===== src/rtl/scs_defs.svh =====
// Constants of the scan channel sequencer: widths, defaults and timing counts
`ifndef SCS_DEFS_SVH
`define SCS_DEFS_SVH

// ==========================================================
// Time base
`define SCS_CLK_NS 10
`define SCS_TICK_NS 1000000
`define SCS_TICK_CYCLES (`SCS_TICK_NS / `SCS_CLK_NS)
`define SCS_TICK_W 20

// ==========================================================
// Field widths
`define SCS_LIST_AW 6
`define SCS_LEN_W 7
`define SCS_CH_W 7
`define SCS_SLOT_W 2
`define SCS_NSLOT 4
`define SCS_DELAY_W 14
`define SCS_PW_W 7
`define SCS_FILT_W 10
`define SCS_COMM_W 4

// ==========================================================
// Defaults and limits
`define SCS_PW_MIN_MS 7'h01
`define SCS_PW_MAX_MS 7'h64
`define SCS_PW_DEF_MS 7'h05
`define SCS_DELAY_DEF_MS 14'h0000
`define SCS_FILT_DEF_MS 10'h032
`define SCS_COMM_DEF 4'h0
`define SCS_LEN_DEF 7'h00

`endif


===== src/rtl/scs_pkg.sv =====
// Types shared by the scan channel sequencer and its list memory
package scs_pkg;
`include "scs_defs.svh"

	typedef enum logic [1:0] {
		PW_VALUE = 2'h0,
		PW_MIN = 2'h1,
		PW_MAX = 2'h2,
		PW_DEF = 2'h3
	} scs_pw_sel_type;

	typedef enum logic [4:0] {
		ST_IDLE = 5'h01,
		ST_LOAD = 5'h02,
		ST_DELAY = 5'h04,
		ST_PULSE = 5'h08,
		ST_WAIT = 5'h10
	} scs_state_type;

	// One command per field group; several may be valid in one cycle
	typedef struct packed {
		logic trg;
		logic abort;
		logic init;
		logic backup;
		logic wr_conn;
		logic conn;
		logic wr_shield;
		logic shield;
		logic wr_delay;
		logic [`SCS_SLOT_W-1:0] slot;
		logic [`SCS_DELAY_W-1:0] delay_ms;
		logic wr_list;
		logic [`SCS_LIST_AW-1:0] list_idx;
		logic [`SCS_CH_W-1:0] list_chan;
		logic wr_len;
		logic [`SCS_LEN_W-1:0] len;
		logic wr_pulse;
		scs_pw_sel_type pw_sel;
		logic [`SCS_PW_W-1:0] pw_ms;
		logic wr_filter;
		logic filt_en;
		logic [`SCS_FILT_W-1:0] filt_ms;
		logic wr_close;
		logic close_en;
		logic [`SCS_CH_W-1:0] close_chan;
		logic wr_comm;
		logic [`SCS_COMM_W-1:0] comm;
	} scs_cmd_type;

	typedef struct packed {
		logic conn;
		logic shield;
		logic [`SCS_NSLOT-1:0][`SCS_DELAY_W-1:0] delay_ms;
		logic [`SCS_LEN_W-1:0] list_len;
		logic [`SCS_PW_W-1:0] pw_ms;
		logic filt_en;
		logic [`SCS_FILT_W-1:0] filt_ms;
		logic [`SCS_COMM_W-1:0] comm;
	} scs_settings_type;

	typedef struct packed {
		logic scan_active;
		logic relay_closed;
		logic [`SCS_CH_W-1:0] chan;
		logic [`SCS_LIST_AW-1:0] ptr;
		logic reject;
		logic backup_wr;
		logic comm_wr;
	} scs_status_type;
endpackage : scs_pkg


===== src/rtl/scs_list_mem.sv =====
// Scan list table with one write port and a registered read port
`timescale 1ns/100ps
`include "scs_defs.svh"
module scs_list_mem import scs_pkg::*; #(
	parameter int AW = `SCS_LIST_AW,
	parameter int DW = `SCS_CH_W
) (
	input wire logic clk,
	input wire logic ce,
	input wire logic wr_en,
	input wire logic [AW-1:0] wr_addr,
	input wire logic [DW-1:0] wr_data,
	input wire logic [AW-1:0] rd_addr,
	output logic [DW-1:0] rd_data
);
	typedef struct packed {
		logic [(1<<AW)-1:0][DW-1:0] mem;
		logic [DW-1:0] rd;
	} scs_mem_state_type;

	scs_mem_state_type q;
	scs_mem_state_type d;

	always_comb begin
		d = q;
		d.rd = q.mem[rd_addr];
		if (wr_en) begin
			d.mem[wr_addr] = wr_data;
		end
	end

	// No reset: contents only count up to the list length, which resets to zero
	always_ff @(posedge clk) begin
		if (ce) begin
			q <= d;
		end
	end

	assign rd_data = q.rd;
endmodule : scs_list_mem


===== src/rtl/scs_sequencer.sv =====
// Scan channel sequencer: steps relays through a scan list on triggers
`timescale 1ns/100ps
`include "scs_defs.svh"
module scs_sequencer import scs_pkg::*; #(
	parameter int TICK_CYCLES = `SCS_TICK_CYCLES
) (
	input wire logic clk,
	input wire logic rstn,
	input wire logic ce,
	input wire logic scan_adv_pin,
	input wire logic scan_reset_pin,
	input wire scs_cmd_type cmd,
	output logic close_out,
	output scs_status_type status,
	output scs_settings_type settings
);
	// ==========================================================
	// State
	typedef struct packed {
		scs_settings_type set;
		scs_state_type st;
		logic [`SCS_LIST_AW-1:0] ptr;
		logic [`SCS_CH_W-1:0] chan;
		logic closed;
		logic close_out;
		logic [`SCS_DELAY_W-1:0] cnt;
		logic [`SCS_TICK_W-1:0] tick_cnt;
		logic tick;
		logic [1:0] s1;
		logic [1:0] s2;
		logic [1:0] flt;
		logic [1:0][`SCS_FILT_W-1:0] flt_cnt;
		logic reject;
		logic backup_wr;
		logic comm_wr;
		logic act;
	} scs_seq_state_type;

	scs_seq_state_type q;
	scs_seq_state_type d;
	logic [`SCS_CH_W-1:0] rd_chan;
	logic adv_pin;
	logic adv_ev;
	logic stop_ev;
	logic active;
	logic locked_wr;
	logic last;

	// Defaults shared by power-up and command initialisation
	function automatic scs_settings_type scs_defaults(input logic [`SCS_COMM_W-1:0] comm);
		scs_settings_type s;
		s.conn = 1'b0;
		s.shield = 1'b0;
		s.delay_ms = '0;
		for (int i = 0; i < `SCS_NSLOT; i++) begin
			s.delay_ms[i] = `SCS_DELAY_DEF_MS;
		end
		s.list_len = `SCS_LEN_DEF;
		s.pw_ms = `SCS_PW_DEF_MS;
		s.filt_en = 1'b0;
		s.filt_ms = `SCS_FILT_DEF_MS;
		s.comm = comm;
		return s;
	endfunction : scs_defaults

	localparam scs_seq_state_type RST_VAL = '{
		set: scs_defaults(`SCS_COMM_DEF),
		st: ST_IDLE,
		default: '0
	};

	// ==========================================================
	// Next state
	always_comb begin
		d = q;
		d.reject = 1'b0;
		d.backup_wr = 1'b0;
		d.comm_wr = 1'b0;
		d.tick = 1'b0;
		d.s1 = {scan_reset_pin, scan_adv_pin};
		d.s2 = q.s1;

		// Free-running 1 ms time base
		if (q.tick_cnt == `SCS_TICK_W'(TICK_CYCLES - 1)) begin
			d.tick_cnt = '0;
			d.tick = 1'b1;
		end else begin
			d.tick_cnt = q.tick_cnt + `SCS_TICK_W'(1);
		end

		// Input filter: a new level must stand for the filter time
		for (int i = 0; i < 2; i++) begin
			if (!q.set.filt_en) begin
				d.flt[i] = q.s2[i];
				d.flt_cnt[i] = '0;
			end else if (q.s2[i] == q.flt[i]) begin
				d.flt_cnt[i] = '0;
			end else if (q.tick) begin
				if (q.flt_cnt[i] + `SCS_FILT_W'(1) >= q.set.filt_ms) begin
					d.flt[i] = q.s2[i];
					d.flt_cnt[i] = '0;
				end else begin
					d.flt_cnt[i] = q.flt_cnt[i] + `SCS_FILT_W'(1);
				end
			end
		end

		active = q.st != ST_IDLE;
		last = {1'b0, q.ptr} + `SCS_LEN_W'(1) >= q.set.list_len;
		// Advance pin edges count only when no channel switch is under way; a trg command counts in every state but ST_LOAD
		adv_pin = d.flt[0] & ~q.flt[0] & (q.st != ST_LOAD) & (q.st != ST_DELAY);
		adv_ev = (cmd.trg & (q.st != ST_LOAD)) | adv_pin;
		stop_ev = (d.flt[1] & ~q.flt[1]) | cmd.abort | cmd.init;
		locked_wr = cmd.wr_conn | cmd.wr_shield | cmd.wr_delay | cmd.wr_list | cmd.wr_len
			| cmd.wr_pulse | cmd.wr_filter | cmd.wr_close;

		// ==========================================================
		// Setting commands
		if (active && locked_wr) begin
			d.reject = 1'b1;
		end else begin
			if (cmd.wr_conn) begin
				d.set.conn = cmd.conn;
			end
			if (cmd.wr_shield) begin
				d.set.shield = cmd.shield;
			end
			if (cmd.wr_delay) begin
				d.set.delay_ms[cmd.slot] = cmd.delay_ms;
			end
			if (cmd.wr_len) begin
				d.set.list_len = cmd.len;
			end
			if (cmd.wr_filter) begin
				d.set.filt_en = cmd.filt_en;
				d.set.filt_ms = cmd.filt_ms;
			end
			if (cmd.wr_pulse) begin
				case (cmd.pw_sel)
					PW_MIN: d.set.pw_ms = `SCS_PW_MIN_MS;
					PW_MAX: d.set.pw_ms = `SCS_PW_MAX_MS;
					PW_DEF: d.set.pw_ms = `SCS_PW_DEF_MS;
					default: begin
						if (cmd.pw_ms < `SCS_PW_MIN_MS) begin
							d.set.pw_ms = `SCS_PW_MIN_MS;
						end else if (cmd.pw_ms > `SCS_PW_MAX_MS) begin
							d.set.pw_ms = `SCS_PW_MAX_MS;
						end else begin
							d.set.pw_ms = cmd.pw_ms;
						end
					end
				endcase
			end
			if (cmd.wr_close && !active) begin
				d.chan = cmd.close_chan;
				d.closed = cmd.close_en;
			end
		end
		// Comm settings are stored at once; the rest only on backup
		if (cmd.wr_comm) begin
			d.set.comm = cmd.comm;
			d.comm_wr = 1'b1;
		end
		d.backup_wr = cmd.backup;

		// ==========================================================
		// Scan sequence
		case (q.st)
			ST_IDLE: begin
				if (adv_ev && q.set.list_len != '0) begin
					d.ptr = '0;
					d.closed = 1'b0;
					d.st = ST_LOAD;
				end
			end
			ST_LOAD: begin
				d.chan = rd_chan;
				d.closed = 1'b1;
				d.cnt = '0;
				d.st = ST_DELAY;
			end
			ST_DELAY: begin
				if (q.cnt >= q.set.delay_ms[q.chan[`SCS_CH_W-1 -: `SCS_SLOT_W]]) begin
					d.cnt = '0;
					d.close_out = 1'b1;
					d.st = ST_PULSE;
				end else if (q.tick) begin
					d.cnt = q.cnt + `SCS_DELAY_W'(1);
				end
			end
			ST_PULSE: begin
				if (q.tick) begin
					if (q.cnt + `SCS_DELAY_W'(1) >= `SCS_DELAY_W'(q.set.pw_ms)) begin
						d.close_out = 1'b0;
						d.st = ST_WAIT;
					end else begin
						d.cnt = q.cnt + `SCS_DELAY_W'(1);
					end
				end
			end
			ST_WAIT: begin
				d.st = ST_WAIT;
			end
			default: begin
				d.st = ST_IDLE;
			end
		endcase

		if (active && q.st != ST_LOAD && adv_ev) begin
			d.close_out = 1'b0;
			d.closed = 1'b0;
			if (last) begin
				d.ptr = '0;
				d.st = ST_IDLE;
			end else begin
				d.ptr = q.ptr + `SCS_LIST_AW'(1);
				d.st = ST_LOAD;
			end
		end

		// Stop wins over any advance in the same cycle
		if (stop_ev) begin
			d.st = ST_IDLE;
			d.ptr = '0;
			d.closed = 1'b0;
			d.close_out = 1'b0;
			d.cnt = '0;
		end
		if (cmd.init) begin
			d.set = scs_defaults(d.set.comm);
		end
		// Registered copy of the state decode so the status output leaves a flop
		d.act = d.st != ST_IDLE;
	end

	always_ff @(posedge clk) begin
		if (!rstn) begin
			q <= RST_VAL;
		end else if (ce) begin
			q <= d;
		end
	end

	// ==========================================================
	// Scan list table, read at the pointer about to be used
	scs_list_mem #(
		.AW(`SCS_LIST_AW),
		.DW(`SCS_CH_W)
	) u_list (
		.clk(clk),
		.ce(ce),
		.wr_en(cmd.wr_list && !active),
		.wr_addr(cmd.list_idx),
		.wr_data(cmd.list_chan),
		.rd_addr(d.ptr),
		.rd_data(rd_chan)
	);

	assign close_out = q.close_out;
	assign settings = q.set;
	assign status = '{
		scan_active: q.act,
		relay_closed: q.closed,
		chan: q.chan,
		ptr: q.ptr,
		reject: q.reject,
		backup_wr: q.backup_wr,
		comm_wr: q.comm_wr
	};
endmodule : scs_sequencer


===== config.mk =====
export PLATFORM = sky130hd
export DESIGN_NAME = scs_sequencer
export DESIGN_NICKNAME = d
export VERILOG_FILES = /design/src/rtl/scs_pkg.sv /design/src/rtl/scs_list_mem.sv /design/src/rtl/scs_sequencer.sv
export VERILOG_INCLUDE_DIRS = /design/src /design/src/rtl
export SDC_FILE = /design/constraint.sdc
export NUM_CORES = 1
export LEC_CHECK = 0
export ABC_AREA = 1
export BUFFER_PORTS_ARGS = -buffer_cell sky130_fd_sc_hd__buf_2
export CORE_MARGIN = 5
export CORE_UTILIZATION = 45
export DETAILED_ROUTE_END_ITERATION = 10
export PLACE_DENSITY = 0.61
export SETUP_SLACK_MARGIN = 0.4
export SYNTH_ARGS = -nofsm -noshare
export SYNTH_HDL_FRONTEND = slang
export SYNTH_SLANG_ARGS = --single-unit

===== constraint.sdc =====
create_clock -name clk -period 5 [get_ports clk]
set_input_delay 1.25 -clock clk [delete_from_list [all_inputs] [get_ports clk]]
set_output_delay 1.25 -clock clk [all_outputs]
set_load 0.005 [all_outputs]

==> metrics.md <==
| Metric | Value |
|---|---|
| Status | finished clean |
| Area fraction in compound gates after synthesis | 5.64% |
| Final Core Density | 50.5% |
| Total of endpoints with negative setup slack in the final report | 0 |
| Main combinational cell family by area after synthesis | simple AND/OR/NAND/NOR gates |
| Setup TNS after final layout | 0 ns |
| Cell area after placement | 31200 µm² |
| R2R setup slack | 0.68 ns |
| Power density of the placed cells | 351 nW/µm² |
| Number of remaining DRC errors | 0 |
| Number of hold-repair buffers added at the cts stage | 0 |
| Max-slew violation count | 0 |
| Min Tclk post-route | 4.32 ns |
| Multiplexer share of the synthesized area | 0.0331% |
| Post-Syn Area | 30200 µm² |
| Leakage power summed over all cells | 0.0139 µW |
| Max Root-Sink Buffers | 3 |
| Pin count of the biggest net entering global routing | 101 |
| Final worst path period share | 86.3% |
| Hold WC Path Type | register to register |
| Critical path required time | 5.35 ns |
| Clock buffers created by TritonCTS | 70 |
| Fraction of final layout cells with drive strength greater than 1 | 11.4% |
| Final clock skew | 0.0231 ns |
| Root buffer cell | clkbuf_16 |
| Number of buffer cells added on primary ports | 193 |
| Asr flop ratio synth | 0% |
| Die Y | 269 µm |
| Count of synthesis-stage warnings from yosys | 0 |
| Die Outline Area | 72400 µm² |
| TritonCTS Sinks | 627 |
| Commonest cells after routing, fill and taps aside | nand2_1, nand3_1, edfxtp_1 |
| Top cell by count, worst path | nand3_1 |
| Achievable frequency | 232 MHz |
| Cell types occupying the most area after synthesis | edfxtp_1, dfxtp_1, nand3_1, nand2_1, inv_1 |
| Leading cell type in the layout, fill and taps excluded | nand2_1 |
| Worst slew margin relative to its limit | 28.8% |
| Setup repair after global routing missed its margin | true |
| Half-perimeter wire length after placement | 53.1 mm |
| Core area | 66900 µm² |
| Num rows | 95 |
| CTS tree | yes |
| Global Route Usage Sum | 22.6% |
| Capturing element type of the critical path | register |
| Startpoint kind of the worst setup timing path | register |
| Final Hold Vio Count | 0 |
| Via count | 23.2k |
| Flip-flop and latch count after synthesis | 627 |
| CTS clock-pin slew for the worst setup and hold paths | 0.06 ns |
| Number of H-tree branching levels | 3 |
| Commonest register cell after synthesis | edfxtp_1 |
| Peak supply drop | 0.211 mV |
| Cells after synthesis | 3279 |
| Area of all placed cells without fillers | 33800 µm² |
| Syn-to-layout area delta | 11.9% |
| Die width | 269 µm |
| Critical Path Slowest Stage Cell | dfxtp_1 |
| Routed length per instance | 20.3 µm |
| Area share of and/or/nand/nor cells after synthesis | 23.8% |
| Top-area cell type share of the netlist area | 45.2% |
| Number of detailed-routing iterations run before antenna repair | 7 |
| Stage delay of the slowest cell on the critical path | 0.41 ns |
| Post-Synth XOR/XNOR Area | 0.985% |
| Post-synthesis sequential area ratio | 56.6% |
| Crit Path Category | register to register |
| Clock latency on the worst-skew pair | 0.61 ns |
| Final-layout worst hold slack | 0.456 ns |
| Crit Path Max Fanout | 32 |
| I/O Pins | 194 |
| Max-cap violations | 0 |
| Count of inserted antenna diode cells | 0 |
| Number of unique standard cell types used by synthesis | 45 |
| Kind of cell adding the most delay to the critical path | simple AND/OR/NAND/NOR gates |
| Worst path buffer plus inverter count | 4 |
| Syn nets | 3420 |
| Overflow left after global routing | 0 |
| Final weighted congestion in routability-driven placement | 0.870 |
| Number of enable-type register cells in the synthesized netlist | 455 |
| DR vias/cell | 5.43 |
| Post-DRT Antenna Nets | 0 |
| Wire length of the first global-routing pass | 132 mm |
| Antenna violations before repair | 1 |
| Final Net Count | 3481 |
| Syn avg cell area | 9.22 µm² |
| Signal arrival time at the worst endpoint | 4.66 ns |
| DRT Wirelength | 86.6 mm |
| Cell type contributing the most total cell area after synthesis | edfxtp_1 |
| Slew at the pin closest to its max-slew limit | 1.07 ns |
| Share of synthesized cell area in full adder, half adder and majority cells | 2.19% |
| Effective utilization at floorplan | 45.2% |
| DRT iter0 DRCs | 2310 |
| Number of global-route vias before repair | 22.3k |
| Cell chain of the critical path | nand3_1 -> nor2_1 -> nand4_1 -> nand3b_1 -> xnor2_1 -> ha_1 -> nand4_1 -> nand2_1 -> nor2_1 -> nand3_1 -> nand3_1 -> nand2_1 -> inv_4 -> nand2_1 -> inv_6 -> buf_16 -> buf_16 -> nand3_1 -> nand3_1 -> nand3_1 -> nand3_1 -> nand3_1 -> nand3_2 -> nand2_1 |
| Number of filler instances in the final layout | 6231 |
==> per-stage QoR <==
| step | power [µW] | worst slack, ns | std cells |
|---|---|---|---|
| finish | 11900 | 0.684 | 4270 |
| global route | 12300 | 0.382 | 4270 |
| CTS | 11900 | 0.477 | 4255 |
| detailed placement | 6810 | 0.396 | 4125 |
| global placement | 6800 | 0.480 | 4125 |
| floorplan | 6420 | 1.62 | 3279 |
==> cell families (layout without fill, tap and decap cells) <==
group | Yosys count | in the layout
adders and majority gates | 53 | 53
and+or+nand+nor | 1554 | 1556
xor gates and xnor gates | 34 | 34
AOI/OAI and AO/OA | 302 | 302
muxes | 1 | 1
buffers and inverters | 708 | 824
DFF | 627 | 627
==> state kept, by name (all words and copies together) (netlist names) <==
register / cells
u_list.q: 448
settings: 87
q: 64
status: 18
u_list.rd_data: 7
d: 2
close_out: 1
==> cell type report <==
cell class,instances,area [µm²],share of cell area [%]
flip-flops and latches,627,17100,50.6
multi-input cells,1946,9950,29.4
clock buffers,84,1840,5.43
repair buffers,252,1760,5.20
inverters,443,1670,4.94
well taps,873,1090,3.23
clock inverters,45,387,1.14
==> repair_timing <==
item                                    4_1_cts  5_1_grt
gates resized for setup                       0       19
endpoints found under the setup margin        1        7
setup buffers                                 0        8
hold endpoints to repair                      0        0
cloned                                        1        7
pin swaps                                     1        3
==> worst min-delay path, delay by kind of cell (launching register included) <==
kind | cells | cell delay (ns)
flip-flops | 1 | 0.30
AND/OR/NAND/NOR | 1 | 0.06
AO/OA/AOI/OAI | 1 | 0.05
==> worst paths after layout <==
check | from | to | cells past startpoint
hold reg to reg | status[0] | status[0] | 2
hold / removal | status[0] | status[0] | 2
setup reg to reg | q[16] | u_list.rd_data[1] | 24
setup / recovery | q[16] | u_list.rd_data[1] | 24
==> synthesized netlist by cell type (11+ instances only) <==
library cell  number
a211oi_1          13
nor3_1            23
nand3_1          519
nand4_1           15
o21ai_0           69
inv_2             11
nand2_1          645
a32o_1            13
nor2_1           186
nor4_1            12
xor2_1            29
buf_4            118
dfxtp_1          172
nand3b_1         139
a21oi_1          169
ha_1              53
clkbuf_1          59
edfxtp_1         455
inv_1            428
buf_2             78
==> routing by layer <==
| metal | track usage [%] | up-vias | share of wire [%] |
|---|---|---|---|
| met4 | 6.14 | 2 | 2.3 |
| met5 | 0 | - | 0.015 |
| met3 | 3.99 | 147 | 7.8 |
| met2 | 36.9 | 939 | 47 |
| met1 | 31.4 | 11077 | 43 |
| li1 | - | 11022 | - |
==> power by group <==
part / switching [µW] / internal, µW / total, µW / leakage [µW]
Clock: 2150 / 2940 / 5090 / 0.00110
Sequential: 50.0 / 5620 / 5670 / 0.00549
Combinational: 772 / 340 / 1110 / 0.00730
Total: 2970 / 8910 / 11900 / 0.0139
(Power assumes the default switching activity.)
